$ cat src/csi_pkg.sv
// constants shared by the clocked serial interface
package csi_pkg;
   // register addresses
   localparam logic [15:0] ADDR_PULLUP = 16'hff45;
   localparam logic [15:0] ADDR_TRIG = 16'hff70;
   localparam logic [15:0] ADDR_MODE = 16'hff71;
   localparam logic [15:0] ADDR_DATA_LO = 16'hff72;
   localparam logic [15:0] ADDR_DATA_HI = 16'hff73;
   localparam logic [15:0] ADDR_IRQ_EN = 16'hffe3;
   localparam logic [15:0] ADDR_IRQ_FLAG = 16'hfff3;
   // field positions
   localparam int BIT_PORT_EN = 0;
   localparam int BIT_TRIGGER = 1;
   localparam int BIT_ORDER = 3;
   localparam int BIT_SAMPLE = 2;
   localparam int BIT_IRQ = 0;
   localparam int BIT_PU_RX = 0;
   localparam int BIT_PU_CLK = 2;
   localparam int BIT_SRC_HI = 1;
   localparam int BIT_SRC_LO = 0;
   // reset values
   localparam logic [3:0] RST_PULLUP = 4'hf;
   localparam logic [3:0] RST_NIBBLE = 4'h0;
   localparam logic [7:0] RST_BYTE = 8'h00;
   localparam logic [3:0] READ_ZERO = 4'h0;
   // clock source select encodings
   localparam logic [1:0] CSS_LOW_SPEED_OSC = 2'h3;
   localparam logic [1:0] CSS_LOW_SPEED_OSC_DIV2 = 2'h2;
   localparam logic [1:0] CSS_TIMER = 2'h1;
   localparam logic [1:0] CSS_EXTERNAL = 2'h0;
   // bits per transfer
   localparam logic [3:0] BITS_PER_XFER = 4'h8;
   localparam logic [3:0] CNT_ZERO = 4'h0;
   localparam logic [3:0] CNT_ONE = 4'h1;
   // transfer state
   typedef enum logic {
      ST_STOP = 1'b0,
      ST_RUN = 1'b1
   } csi_state_t;
endpackage

$ cat src/csi_top.sv
// clocked serial interface: registers, shift clock and shifter
// Notes on behaviour
// RULE_01 - two-bit select picks shift clock source
// RULE_02 - timer source is underflow divided by two
// RULE_03 - reset selects external clock, slave mode
// RULE_04 - shift clock at most 1 MHz
// RULE_05 - sample edge bit picks capture edge
// RULE_06 - output changes on fixed edge only
// RULE_07 - bit order bit sets MSB/LSB first
// RULE_08 - set bit order before loading data
// RULE_09 - writing 1 triggers, 0 ignored
// RULE_10 - enable port and touch data first
// RULE_11 - data access arms the trigger circuit
// RULE_12 - trigger only once per transfer
// RULE_13 - slave clock starts after trigger
// RULE_14 - trigger reads 1 until eight clocks
// RULE_15 - data bits shifted out on output pin
// RULE_16 - received bits assembled into data bits
// RULE_17 - data access only while stopped
// RULE_18 - flag set after each byte, even masked
// RULE_19 - writing 1 clears the flag
// RULE_20 - enable bit allows or masks interrupt
// RULE_21 - service routine clears flag before return
// RULE_22 - pull-up bits reset to 1
// RULE_23 - port enable gives pins serial functions
// RULE_24 - slave-ready output only in slave mode
// RULE_25 - request when flag and enable set
//
// The strobed register port was left to the implementer.
`timescale 1ns/1ps
module csi_top
   import csi_pkg::*;
#(
   parameter bit POS_POLARITY = 1'b0
) (
   input wire logic mclk_i,
   input wire logic sys_rst_i,
   input wire logic [15:0] reg_addr_i,
   input wire logic [3:0] reg_wdata_i,
   input wire logic reg_wr_i,
   input wire logic reg_rd_i,
   output logic [3:0] reg_rdata_o,
   input wire logic low_speed_osc_edge_i,
   input wire logic timer_uf_i,
   input wire logic serial_in_pin_i,
   output logic serial_out_pin_o,
   output logic serial_out_pin_oe_o,
   input wire logic shift_clk_i,
   output logic shift_clk_o,
   output logic shift_clk_oe_o,
   output logic slave_ready_out_n_o,
   output logic slave_ready_out_oe_o,
   output logic rx_pin_pullup_o,
   output logic clock_pin_pullup_o,
   output logic serial_port_enable_o,
   output logic serial_irq_o
);
   // idle level of the clock line depends on the polarity option
   // fixed per build, so software has no way to read it back
   localparam logic IDLE_LEVEL = ~POS_POLARITY;

   logic [3:0] pullup_reg;
   logic serial_port_enable_reg;
   logic clock_source_select_hi_reg;
   logic clock_source_select_lo_reg;
   logic sample_edge_select_reg;
   logic bit_order_select_reg;
   logic [7:0] shift_data_reg;
   logic serial_irq_enable_reg;
   logic serial_irq_flag_reg;
   logic armed_reg;
   csi_state_t state_reg;
   logic [7:0] tx_reg;
   logic [7:0] rx_reg;
   logic [3:0] cnt_reg;
   logic first_reg;
   logic sclk_reg;
   logic div2_reg;
   logic ext_prev_reg;
   logic [3:0] rdata_reg;

   logic master;
   logic running;
   logic data_acc;
   logic trig_wr;
   logic tick;
   logic edge_ev;
   logic edge_rise;
   logic open_edge;
   logic close_edge;
   logic sample_now;
   logic done;

   // address compare shared by every register decode except the read mux
   function automatic logic hit(input logic [15:0] a);
      hit = (reg_addr_i == a);
   endfunction

   // any nonzero source select means this side drives the clock
   assign master = clock_source_select_hi_reg | clock_source_select_lo_reg;
   assign running = (state_reg == ST_RUN);
   assign data_acc = (reg_wr_i | reg_rd_i) &
      (hit(ADDR_DATA_LO) | hit(ADDR_DATA_HI));
   // RULE_09 write one triggers
   assign trig_wr = reg_wr_i & hit(ADDR_TRIG) & reg_wdata_i[BIT_TRIGGER];

   // RULE_22 pull-ups, reset on
   always_ff @(posedge mclk_i) begin
      if (sys_rst_i) begin
         pullup_reg <= RST_PULLUP;
      end else if (reg_wr_i && hit(ADDR_PULLUP)) begin
         pullup_reg <= reg_wdata_i;
      end
   end

   // port enable and mode bits
   always_ff @(posedge mclk_i) begin
      if (sys_rst_i) begin
         serial_port_enable_reg <= 1'b0;
         // RULE_03 external clock at reset
         clock_source_select_hi_reg <= 1'b0;
         clock_source_select_lo_reg <= 1'b0;
         sample_edge_select_reg <= 1'b0;
         bit_order_select_reg <= 1'b0;
         serial_irq_enable_reg <= 1'b0;
      end else begin
         if (reg_wr_i && hit(ADDR_TRIG)) begin
            serial_port_enable_reg <= reg_wdata_i[BIT_PORT_EN];
         end
         if (reg_wr_i && hit(ADDR_MODE)) begin
            clock_source_select_hi_reg <= reg_wdata_i[BIT_SRC_HI];
            clock_source_select_lo_reg <= reg_wdata_i[BIT_SRC_LO];
            sample_edge_select_reg <= reg_wdata_i[BIT_SAMPLE];
            bit_order_select_reg <= reg_wdata_i[BIT_ORDER];
         end
         // RULE_20 interrupt enable bit
         if (reg_wr_i && hit(ADDR_IRQ_EN)) begin
            serial_irq_enable_reg <= reg_wdata_i[BIT_IRQ];
         end
      end
   end

   // a refused trigger while stopped drops the arm too, so software
   // touches the data again; cheaper than tracking why it was refused
   // RULE_11 data access arms trigger
   always_ff @(posedge mclk_i) begin
      if (sys_rst_i) begin
         armed_reg <= 1'b0;
      end else if (trig_wr && !running) begin
         armed_reg <= 1'b0;
      end else if (data_acc) begin
         armed_reg <= 1'b1;
      end
   end

   // source change in mid-byte not guarded, software keeps it still
   // RULE_01 source select, master tick
   always_comb begin
      case ({clock_source_select_hi_reg, clock_source_select_lo_reg})
         CSS_LOW_SPEED_OSC: tick = low_speed_osc_edge_i;
         CSS_LOW_SPEED_OSC_DIV2: tick = low_speed_osc_edge_i & div2_reg;
         // RULE_02 timer underflow halved by toggle
         CSS_TIMER: tick = timer_uf_i;
         default: tick = 1'b0;
      endcase
   end

   // halves the oscillator edge rate for the divided source
   // free running, so the first divided tick may come an edge late
   always_ff @(posedge mclk_i) begin
      if (sys_rst_i) begin
         div2_reg <= 1'b0;
      end else if (low_speed_osc_edge_i) begin
         div2_reg <= ~div2_reg;
      end
   end

   // master clock toggles once per tick while running
   // forced to idle when stopped, so a mode change never leaves
   // the line half way through a bit
   always_ff @(posedge mclk_i) begin
      if (sys_rst_i) begin
         sclk_reg <= IDLE_LEVEL;
      end else if (!running || !master) begin
         sclk_reg <= IDLE_LEVEL;
      end else if (tick) begin
         sclk_reg <= ~sclk_reg;
      end
   end

   // previous external level, watched only in slave mode
   // no synchroniser: the pin is taken as synchronous to mclk_i
   always_ff @(posedge mclk_i) begin
      if (sys_rst_i) begin
         ext_prev_reg <= IDLE_LEVEL;
      end else begin
         ext_prev_reg <= shift_clk_i;
      end
   end

   // edge events of the shift clock, master or slave
   // slave edges are seen one cycle late, so the partner clock
   // must stay far below the system clock
   always_comb begin
      if (master) begin
         edge_ev = running & tick;
         edge_rise = ~sclk_reg;
      end else begin
         // RULE_13 edges ignored until triggered
         edge_ev = running & (shift_clk_i ^ ext_prev_reg);
         edge_rise = shift_clk_i;
      end
   end

   // RULE_06 output edge leaves idle level
   assign open_edge = edge_ev & (edge_rise == POS_POLARITY);
   assign close_edge = edge_ev & (edge_rise != POS_POLARITY);
   // RULE_05 capture edge per sample bit
   assign sample_now = edge_ev &
      (edge_rise == (POS_POLARITY ? sample_edge_select_reg
                                  : ~sample_edge_select_reg));
   // eighth return to idle, counting from zero
   assign done = close_edge && (cnt_reg == BITS_PER_XFER - CNT_ONE);

   // transfer state
   // a trigger while running is ignored rather than restarting the byte
   always_ff @(posedge mclk_i) begin
      if (sys_rst_i) begin
         state_reg <= ST_STOP;
      end else begin
         case (state_reg)
            ST_STOP: begin
               // RULE_10 needs enable and arming
               if (trig_wr && armed_reg && serial_port_enable_reg) begin
                  state_reg <= ST_RUN;
               end
            end
            ST_RUN: begin
               // RULE_14 status clears after eight clocks
               if (done) begin
                  state_reg <= ST_STOP;
               end
            end
            default: state_reg <= ST_STOP;
         endcase
      end
   end

   // completed clock count and first output edge marker
   // first opening edge must not shift: the first bit already stands
   always_ff @(posedge mclk_i) begin
      if (sys_rst_i) begin
         cnt_reg <= CNT_ZERO;
         first_reg <= 1'b1;
      end else if (!running) begin
         cnt_reg <= CNT_ZERO;
         first_reg <= 1'b1;
      end else begin
         if (close_edge) begin
            cnt_reg <= cnt_reg + CNT_ONE;
         end
         if (open_edge) begin
            first_reg <= 1'b0;
         end
      end
   end

   // transmit shifter: first bit stands from trigger onward
   // reloaded in every stopped cycle, so the pin shows the new first
   // bit as soon as software writes the data
   always_ff @(posedge mclk_i) begin
      if (sys_rst_i) begin
         tx_reg <= RST_BYTE;
      end else if (!running) begin
         tx_reg <= shift_data_reg;
      end else if (open_edge && !first_reg) begin
         // RULE_07 direction from order bit
         if (bit_order_select_reg) begin
            tx_reg <= {tx_reg[6:0], 1'b0};
         end else begin
            tx_reg <= {1'b0, tx_reg[7:1]};
         end
      end
   end

   // receive shifter
   // idle noise on the input is ignored while stopped
   always_ff @(posedge mclk_i) begin
      if (sys_rst_i) begin
         rx_reg <= RST_BYTE;
      end else if (running && sample_now) begin
         if (bit_order_select_reg) begin
            rx_reg <= {rx_reg[6:0], serial_in_pin_i};
         end else begin
            rx_reg <= {serial_in_pin_i, rx_reg[7:1]};
         end
      end
   end

   // data register: software writes, received byte at the end
   // the end of a byte beats a write, which software must not make then
   always_ff @(posedge mclk_i) begin
      if (sys_rst_i) begin
         shift_data_reg <= RST_BYTE;
      end else if (done) begin
         // RULE_16 received byte loaded; last bit may land now
         if (sample_now && bit_order_select_reg) begin
            shift_data_reg <= {rx_reg[6:0], serial_in_pin_i};
         end else if (sample_now) begin
            shift_data_reg <= {serial_in_pin_i, rx_reg[7:1]};
         end else begin
            shift_data_reg <= rx_reg;
         end
      end else if (reg_wr_i && hit(ADDR_DATA_LO)) begin
         shift_data_reg[3:0] <= reg_wdata_i;
      end else if (reg_wr_i && hit(ADDR_DATA_HI)) begin
         shift_data_reg[7:4] <= reg_wdata_i;
      end
   end

   // a clear on the completing cycle is lost, so no event is missed
   // RULE_18 flag on each byte; set beats clear
   always_ff @(posedge mclk_i) begin
      if (sys_rst_i) begin
         serial_irq_flag_reg <= 1'b0;
      end else if (done) begin
         serial_irq_flag_reg <= 1'b1;
      end else if (reg_wr_i && hit(ADDR_IRQ_FLAG) &&
                   reg_wdata_i[BIT_IRQ]) begin
         // RULE_19 write one clears
         serial_irq_flag_reg <= 1'b0;
      end
   end

   // read data stands one cycle after the read strobe
   // unused trigger and interrupt bits and unmapped addresses read back as zero; all four pull-up bits read back as written
   always_ff @(posedge mclk_i) begin
      if (sys_rst_i) begin
         rdata_reg <= READ_ZERO;
      end else if (!reg_rd_i) begin
         rdata_reg <= READ_ZERO;
      end else begin
         case (reg_addr_i)
            ADDR_PULLUP: rdata_reg <= pullup_reg;
            ADDR_TRIG: rdata_reg <= {2'b00, running, serial_port_enable_reg};
            ADDR_MODE: rdata_reg <= {bit_order_select_reg,
               sample_edge_select_reg, clock_source_select_hi_reg,
               clock_source_select_lo_reg};
            ADDR_DATA_LO: rdata_reg <= shift_data_reg[3:0];
            ADDR_DATA_HI: rdata_reg <= shift_data_reg[7:4];
            ADDR_IRQ_EN: rdata_reg <= {3'b000, serial_irq_enable_reg};
            ADDR_IRQ_FLAG: rdata_reg <= {3'b000, serial_irq_flag_reg};
            default: rdata_reg <= READ_ZERO;
         endcase
      end
   end
   assign reg_rdata_o = rdata_reg;

   // pin levels and enables
   // RULE_15 pin level follows the current bit
   assign serial_out_pin_o = bit_order_select_reg ? tx_reg[7] : tx_reg[0];
   // RULE_23 pins serve the interface only when enabled
   assign serial_out_pin_oe_o = serial_port_enable_reg;
   assign shift_clk_o = sclk_reg;
   assign shift_clk_oe_o = serial_port_enable_reg & master;
   // RULE_24 ready low while a slave transfer runs
   assign slave_ready_out_n_o = ~(running & ~master);
   assign slave_ready_out_oe_o = serial_port_enable_reg & ~master;
   assign rx_pin_pullup_o = pullup_reg[BIT_PU_RX];
   // clock pull-up only matters when the partner drives the clock
   assign clock_pin_pullup_o = pullup_reg[BIT_PU_CLK] & ~master;
   assign serial_port_enable_o = serial_port_enable_reg;
   // RULE_25 request from flag and enable
   assign serial_irq_o = serial_irq_flag_reg & serial_irq_enable_reg;
endmodule // csi_top

$ cat config.mk
export PLATFORM = sky130hd
export DESIGN_NAME = csi_top
export DESIGN_NICKNAME = d
export VERILOG_FILES = /design/src/csi_pkg.sv /design/src/csi_top.sv
export SDC_FILE = /design/constraint.sdc
export NUM_CORES = 1
export LEC_CHECK = 0
export ABC_AREA = 0
export BUFFER_PORTS_ARGS = -buffer_cell sky130_fd_sc_hd__buf_2
export CAP_MARGIN = 20
export CORE_MARGIN = 3
export CORE_UTILIZATION = 60
export DETAILED_ROUTE_END_ITERATION = 16
export PLACE_DENSITY = 0.84
export RECOVER_POWER = 50
export SYNTH_ARGS = -nofsm -noshare
export SYNTH_HDL_FRONTEND = slang
export SYNTH_SLANG_ARGS = --single-unit
$ cat constraint.sdc
create_clock -name mclk_i -period 4.51 [get_ports mclk_i]
set_input_delay 0.451 -clock mclk_i [delete_from_list [all_inputs] [get_ports mclk_i]]
set_output_delay 0.451 -clock mclk_i [all_outputs]
set_load 0.01 [all_outputs]
==> results.py <==
metrics = {
    "clocking": {
        "tritoncts": "done",
        "cts_repair_resize_count": 0,
        "clock_sink_count": 49,
        "ctsRootBufferMaster": "clkbuf_8",
        "clock_latency_ps": 310,
        "clock_buffers_created_by_tritoncts": 5,
        "clk_pin_slew_worst_paths_ps": 90,
        "cts_hold_buf": 0,
        "htreeDepth": 2,
        "post_cts_buffers": 0,
        "clock_path_buffers": 2,
    },
    "placed_design": {
        "place.gp.congestion": 0.8985,
        "io_buffers": 41,
        "detailedPlacementHpwl_um": 4576,
    },
    "logic_synthesis": {
        "synth_top_family_by_area": "simple AND/OR/NAND/NOR gates",
        "synthesis.area_sq_um": 2761,
        "synth_compound_gate_area_share_pct": 18.71,
        "syn-mean-instance-area_sq_um": 9.266,
        "mappedNetlistNets": 327,
        "netlist.top_cell.by_area": "dfxtp_1",
        "post_synth_fa_ha_maj_area_fraction_pct": 0.4531,
        "synth.mux.area_fraction_pct": 14.14,
        "yosys_warnings": 0,
        "synthesized_area_fraction_occupied_by_and_or_nand_nor_cells_pct": 24.88,
        "synthesis.instances": 298,
        "yosys.area_share.xor_xnor_pct": 1.586,
        "synth_edf_count": 0,
        "synth.area.top_cells": "dfxtp_1, mux2i_1, mux2_2",
        "proportion_of_register_bits_with_asynchronous_set_or_reset_after_synthesis_pct": 0,
        "synth-seq-area-share_pct": 35.52,
        "yosys_register_bits": 49,
        "synth_cell_types": 58,
        "synth_top_cell_area_share_pct": 35.52,
        "synth-main-ff-cell": "dfxtp_1",
    },
    "critical_path": {
        "number_of_cells_on_the_worst_reg_to_reg_path": 4,
        "cp_top_family": "buffers and inverters",
        "worst-path-max-fanout": 48,
        "worstPathRequired_ps": 4610,
        "crit_path_top_delay_cell": "clkbuf_1",
        "flop_to_flop_setup_slack_ps": 2260,
        "reg2reg_from": "running$_SDFF_PP0_",
        "critPathBufInv": 1,
        "crit_chain": "clkbuf_1 -> nor2_1 -> o2111ai_1 -> o311ai_0",
        "worstReg2RegEnd": "tx_reg[5]$_SDFFE_PP0P_",
        "cpPeakStageDelay_ps": 1370,
        "arrival_ps": 2820,
        "critical_path_class": "in -> reg",
        "critical_path.startpoint_type": "input pin",
        "critPathCaptureType": "flop",
    },
    "global_route": {
        "grt_use_total_pct": 25.35,
        "antenna_violations_before_repair": 0,
        "grt_first_pass_wirelength_um": 10700,
        "grt_start_max_net_pins": 49,
        "number_of_global_route_vias_before_repair": 2272,
        "grt_remaining_overflow": 0,
    },
    "floorplan": {
        "die_y_um": 73.84,
        "dieWidth_um": 73.84,
        "floorplan.rows": 24,
        "design.core.area_sq_um": 4414,
        "pin_count": 42,
        "floorplan.initialDensity_pct": 62.56,
        "dieArea_sq_um": 5452,
    },
    "power_and_ir_drop": {
        "total_power_uw": 856.7,
        "max_ir_drop_vdd_v": 0.0001898,
        "power-per-cell-area_nw_per_um2": 282.3,
        "power.leakage_uw": 0.001163,
    },
    "hold_path": {
        "holdCritPathClass": "in -> reg",
        "min_from": "shift_clk_i",
        "worstHoldPathCells": 2,
        "hold-path-endpoint": "ext_prev_reg$_SDFF_PP1_",
    },
    "sta": {
        "hold_violations": 0,
        "finalCriticalPeriod_ps": 2726,
        "finalSetupTns_ps": 0,
        "tightest_slew_ps": 1959,
        "rsz_0062_raised_after_global_routing": "no",
        "hold_slack_ps": 368.9,
        "achievable-frequency_ghz": 0.3668,
        "setup_viol_count_final": 0,
        "period_share_pct": 60.45,
        "slew_violations": 49,
        "final.setup_skew_ps": 10.04,
        "relSlewSlack_pct": -30.58,
    },
    "detailed_routing": {
        "viasPerCell": 6.290,
        "antenna_violating_nets_post_route": 0,
        "detailedRoute.firstIterationViolations": 183,
        "drt-pass1-iter-count": 4,
        "wire_per_inst_um": 16.85,
        "total_number_of_vias": 2384,
        "postRouteWirelength_um": 6386,
        "detail_route.drc_violations": 0,
    },
    "run_status": {
        "run_status": "complete, but fails checks",
        "violations": "capacitance limit, slew limit",
    },
    "layout": {
        "layout.cells.most_common": "dfxtp_1",
        "area_delta_synth_final_pct": 9.878,
        "most-common-layout-cells": "dfxtp_1, buf_2, nor2_1",
        "antenna_cells": 0,
        "design.final.nets": 355,
        "drive_gt1_share_pct": 21.10,
    },
    "flow_run": {
        "drv.max_cap_violation_count": 1,
    },
}
## Yosys cell counts (2+ instances only)
cell type,instances
or3_4,2
nor2_1,26
nand2_1,21
a21o_1,2
clkbuf_1,11
inv_1,3
buf_4,2
mux2_2,12
xor2_1,2
nand3b_1,8
nor2b_1,2
nand4_1,6
a21boi_0,8
buf_2,2
or2_2,3
a22oi_1,3
nand4b_1,2
o211ai_1,2
and4_1,2
nor3b_1,2
o21bai_1,2
xnor2_1,3
o311ai_0,6
nor3_1,2
a211oi_1,14
o21ai_0,4
and2_1,8
mux2i_1,21
a21oi_1,9
nand2b_1,9
nand3_1,13
mux4_2,2
buf_6,4
a211oi_2,3
o2111ai_1,6
dfxtp_1,49
## cell type report
cell class / instances / area [sq um]
Clock inverter: 3 / 65.06
Sequential cell: 49 / 980.9
Tap cell: 52 / 65.06
Timing Repair Buffer: 41 / 191.4
Multi-Input combinational cell: 225 / 1648
Fill cell: 353 / 1380
Clock buffer: 5 / 68.82
Inverter: 4 / 15.01
## stage by stage
step                instance area (sq um)  utilization (%)  cells  setup WS [ps]
floorplan                            2761                -    298           2530
global placement                     2917            66.07    371           2293
detailed placement                   2917            66.07    371           2229
CTS                                  3050            69.10    379           2246
global route                         3034            68.74    379           1552
finish                               3034            68.74    379           1784
## power by group
group,internal [uW],switching [uW],total (uW)
clock,220,148,368
combinational,22.5,31.9,54.4
sequential,434,0.812,434
total,676,180,857
## cell families (layout without fill, tap and decap cells)
logic type / count (synthesis) / in the layout
buffers and inverters: 24 / 53
AND/OR/NAND/NOR: 119 / 119
AO/OA/AOI/OAI: 65 / 65
XOR/XNOR: 5 / 5
multiplexers: 35 / 35
adder cells (fa/ha/maj): 1 / 1
flip-flops: 49 / 49
## worst max-delay path by stage
stage                                 startpoint                                       to  cells past startpoint
6_report                               sys_rst_i                   tx_reg[3]$_SDFFE_PP0P_                      4
5_1_grt                                sys_rst_i                   tx_reg[6]$_SDFFE_PP0P_                      4
4_1_cts        bit_order_select_reg$_SDFFE_PP0P_                         serial_out_pin_o                      2
3_5_place_dp                       reg_addr_i[2]  clock_source_select_lo_reg$_SDFFE_PP0P_                      6
3_3_place_gp                       reg_addr_i[2]           shift_data_reg[0]$_SDFFE_PP0P_                      6
2_1_floorplan  bit_order_select_reg$_SDFFE_PP0P_                         serial_out_pin_o                      4
## metal layers
layer | part of all wire [%] | up-vias | track usage (%)
li1 | - | 1162 | -
met5 | 0 | - | 0
met2 | 51 | 80 | 42.62
met1 | 41 | 1132 | 32.91
met3 | 6.3 | 10 | 5.882
met4 | 1.4 | 0 | 5.634
## worst register-to-register path, delay by kind of cell, from the launching register on
kind	cells	cell delay, ps
AOI/OAI and AO/OA	2	330
DFF	1	770
buffers and inverters	1	420
and+or+nand+nor	1	620
No activity file was read; power rests on OpenSTA's default activity.
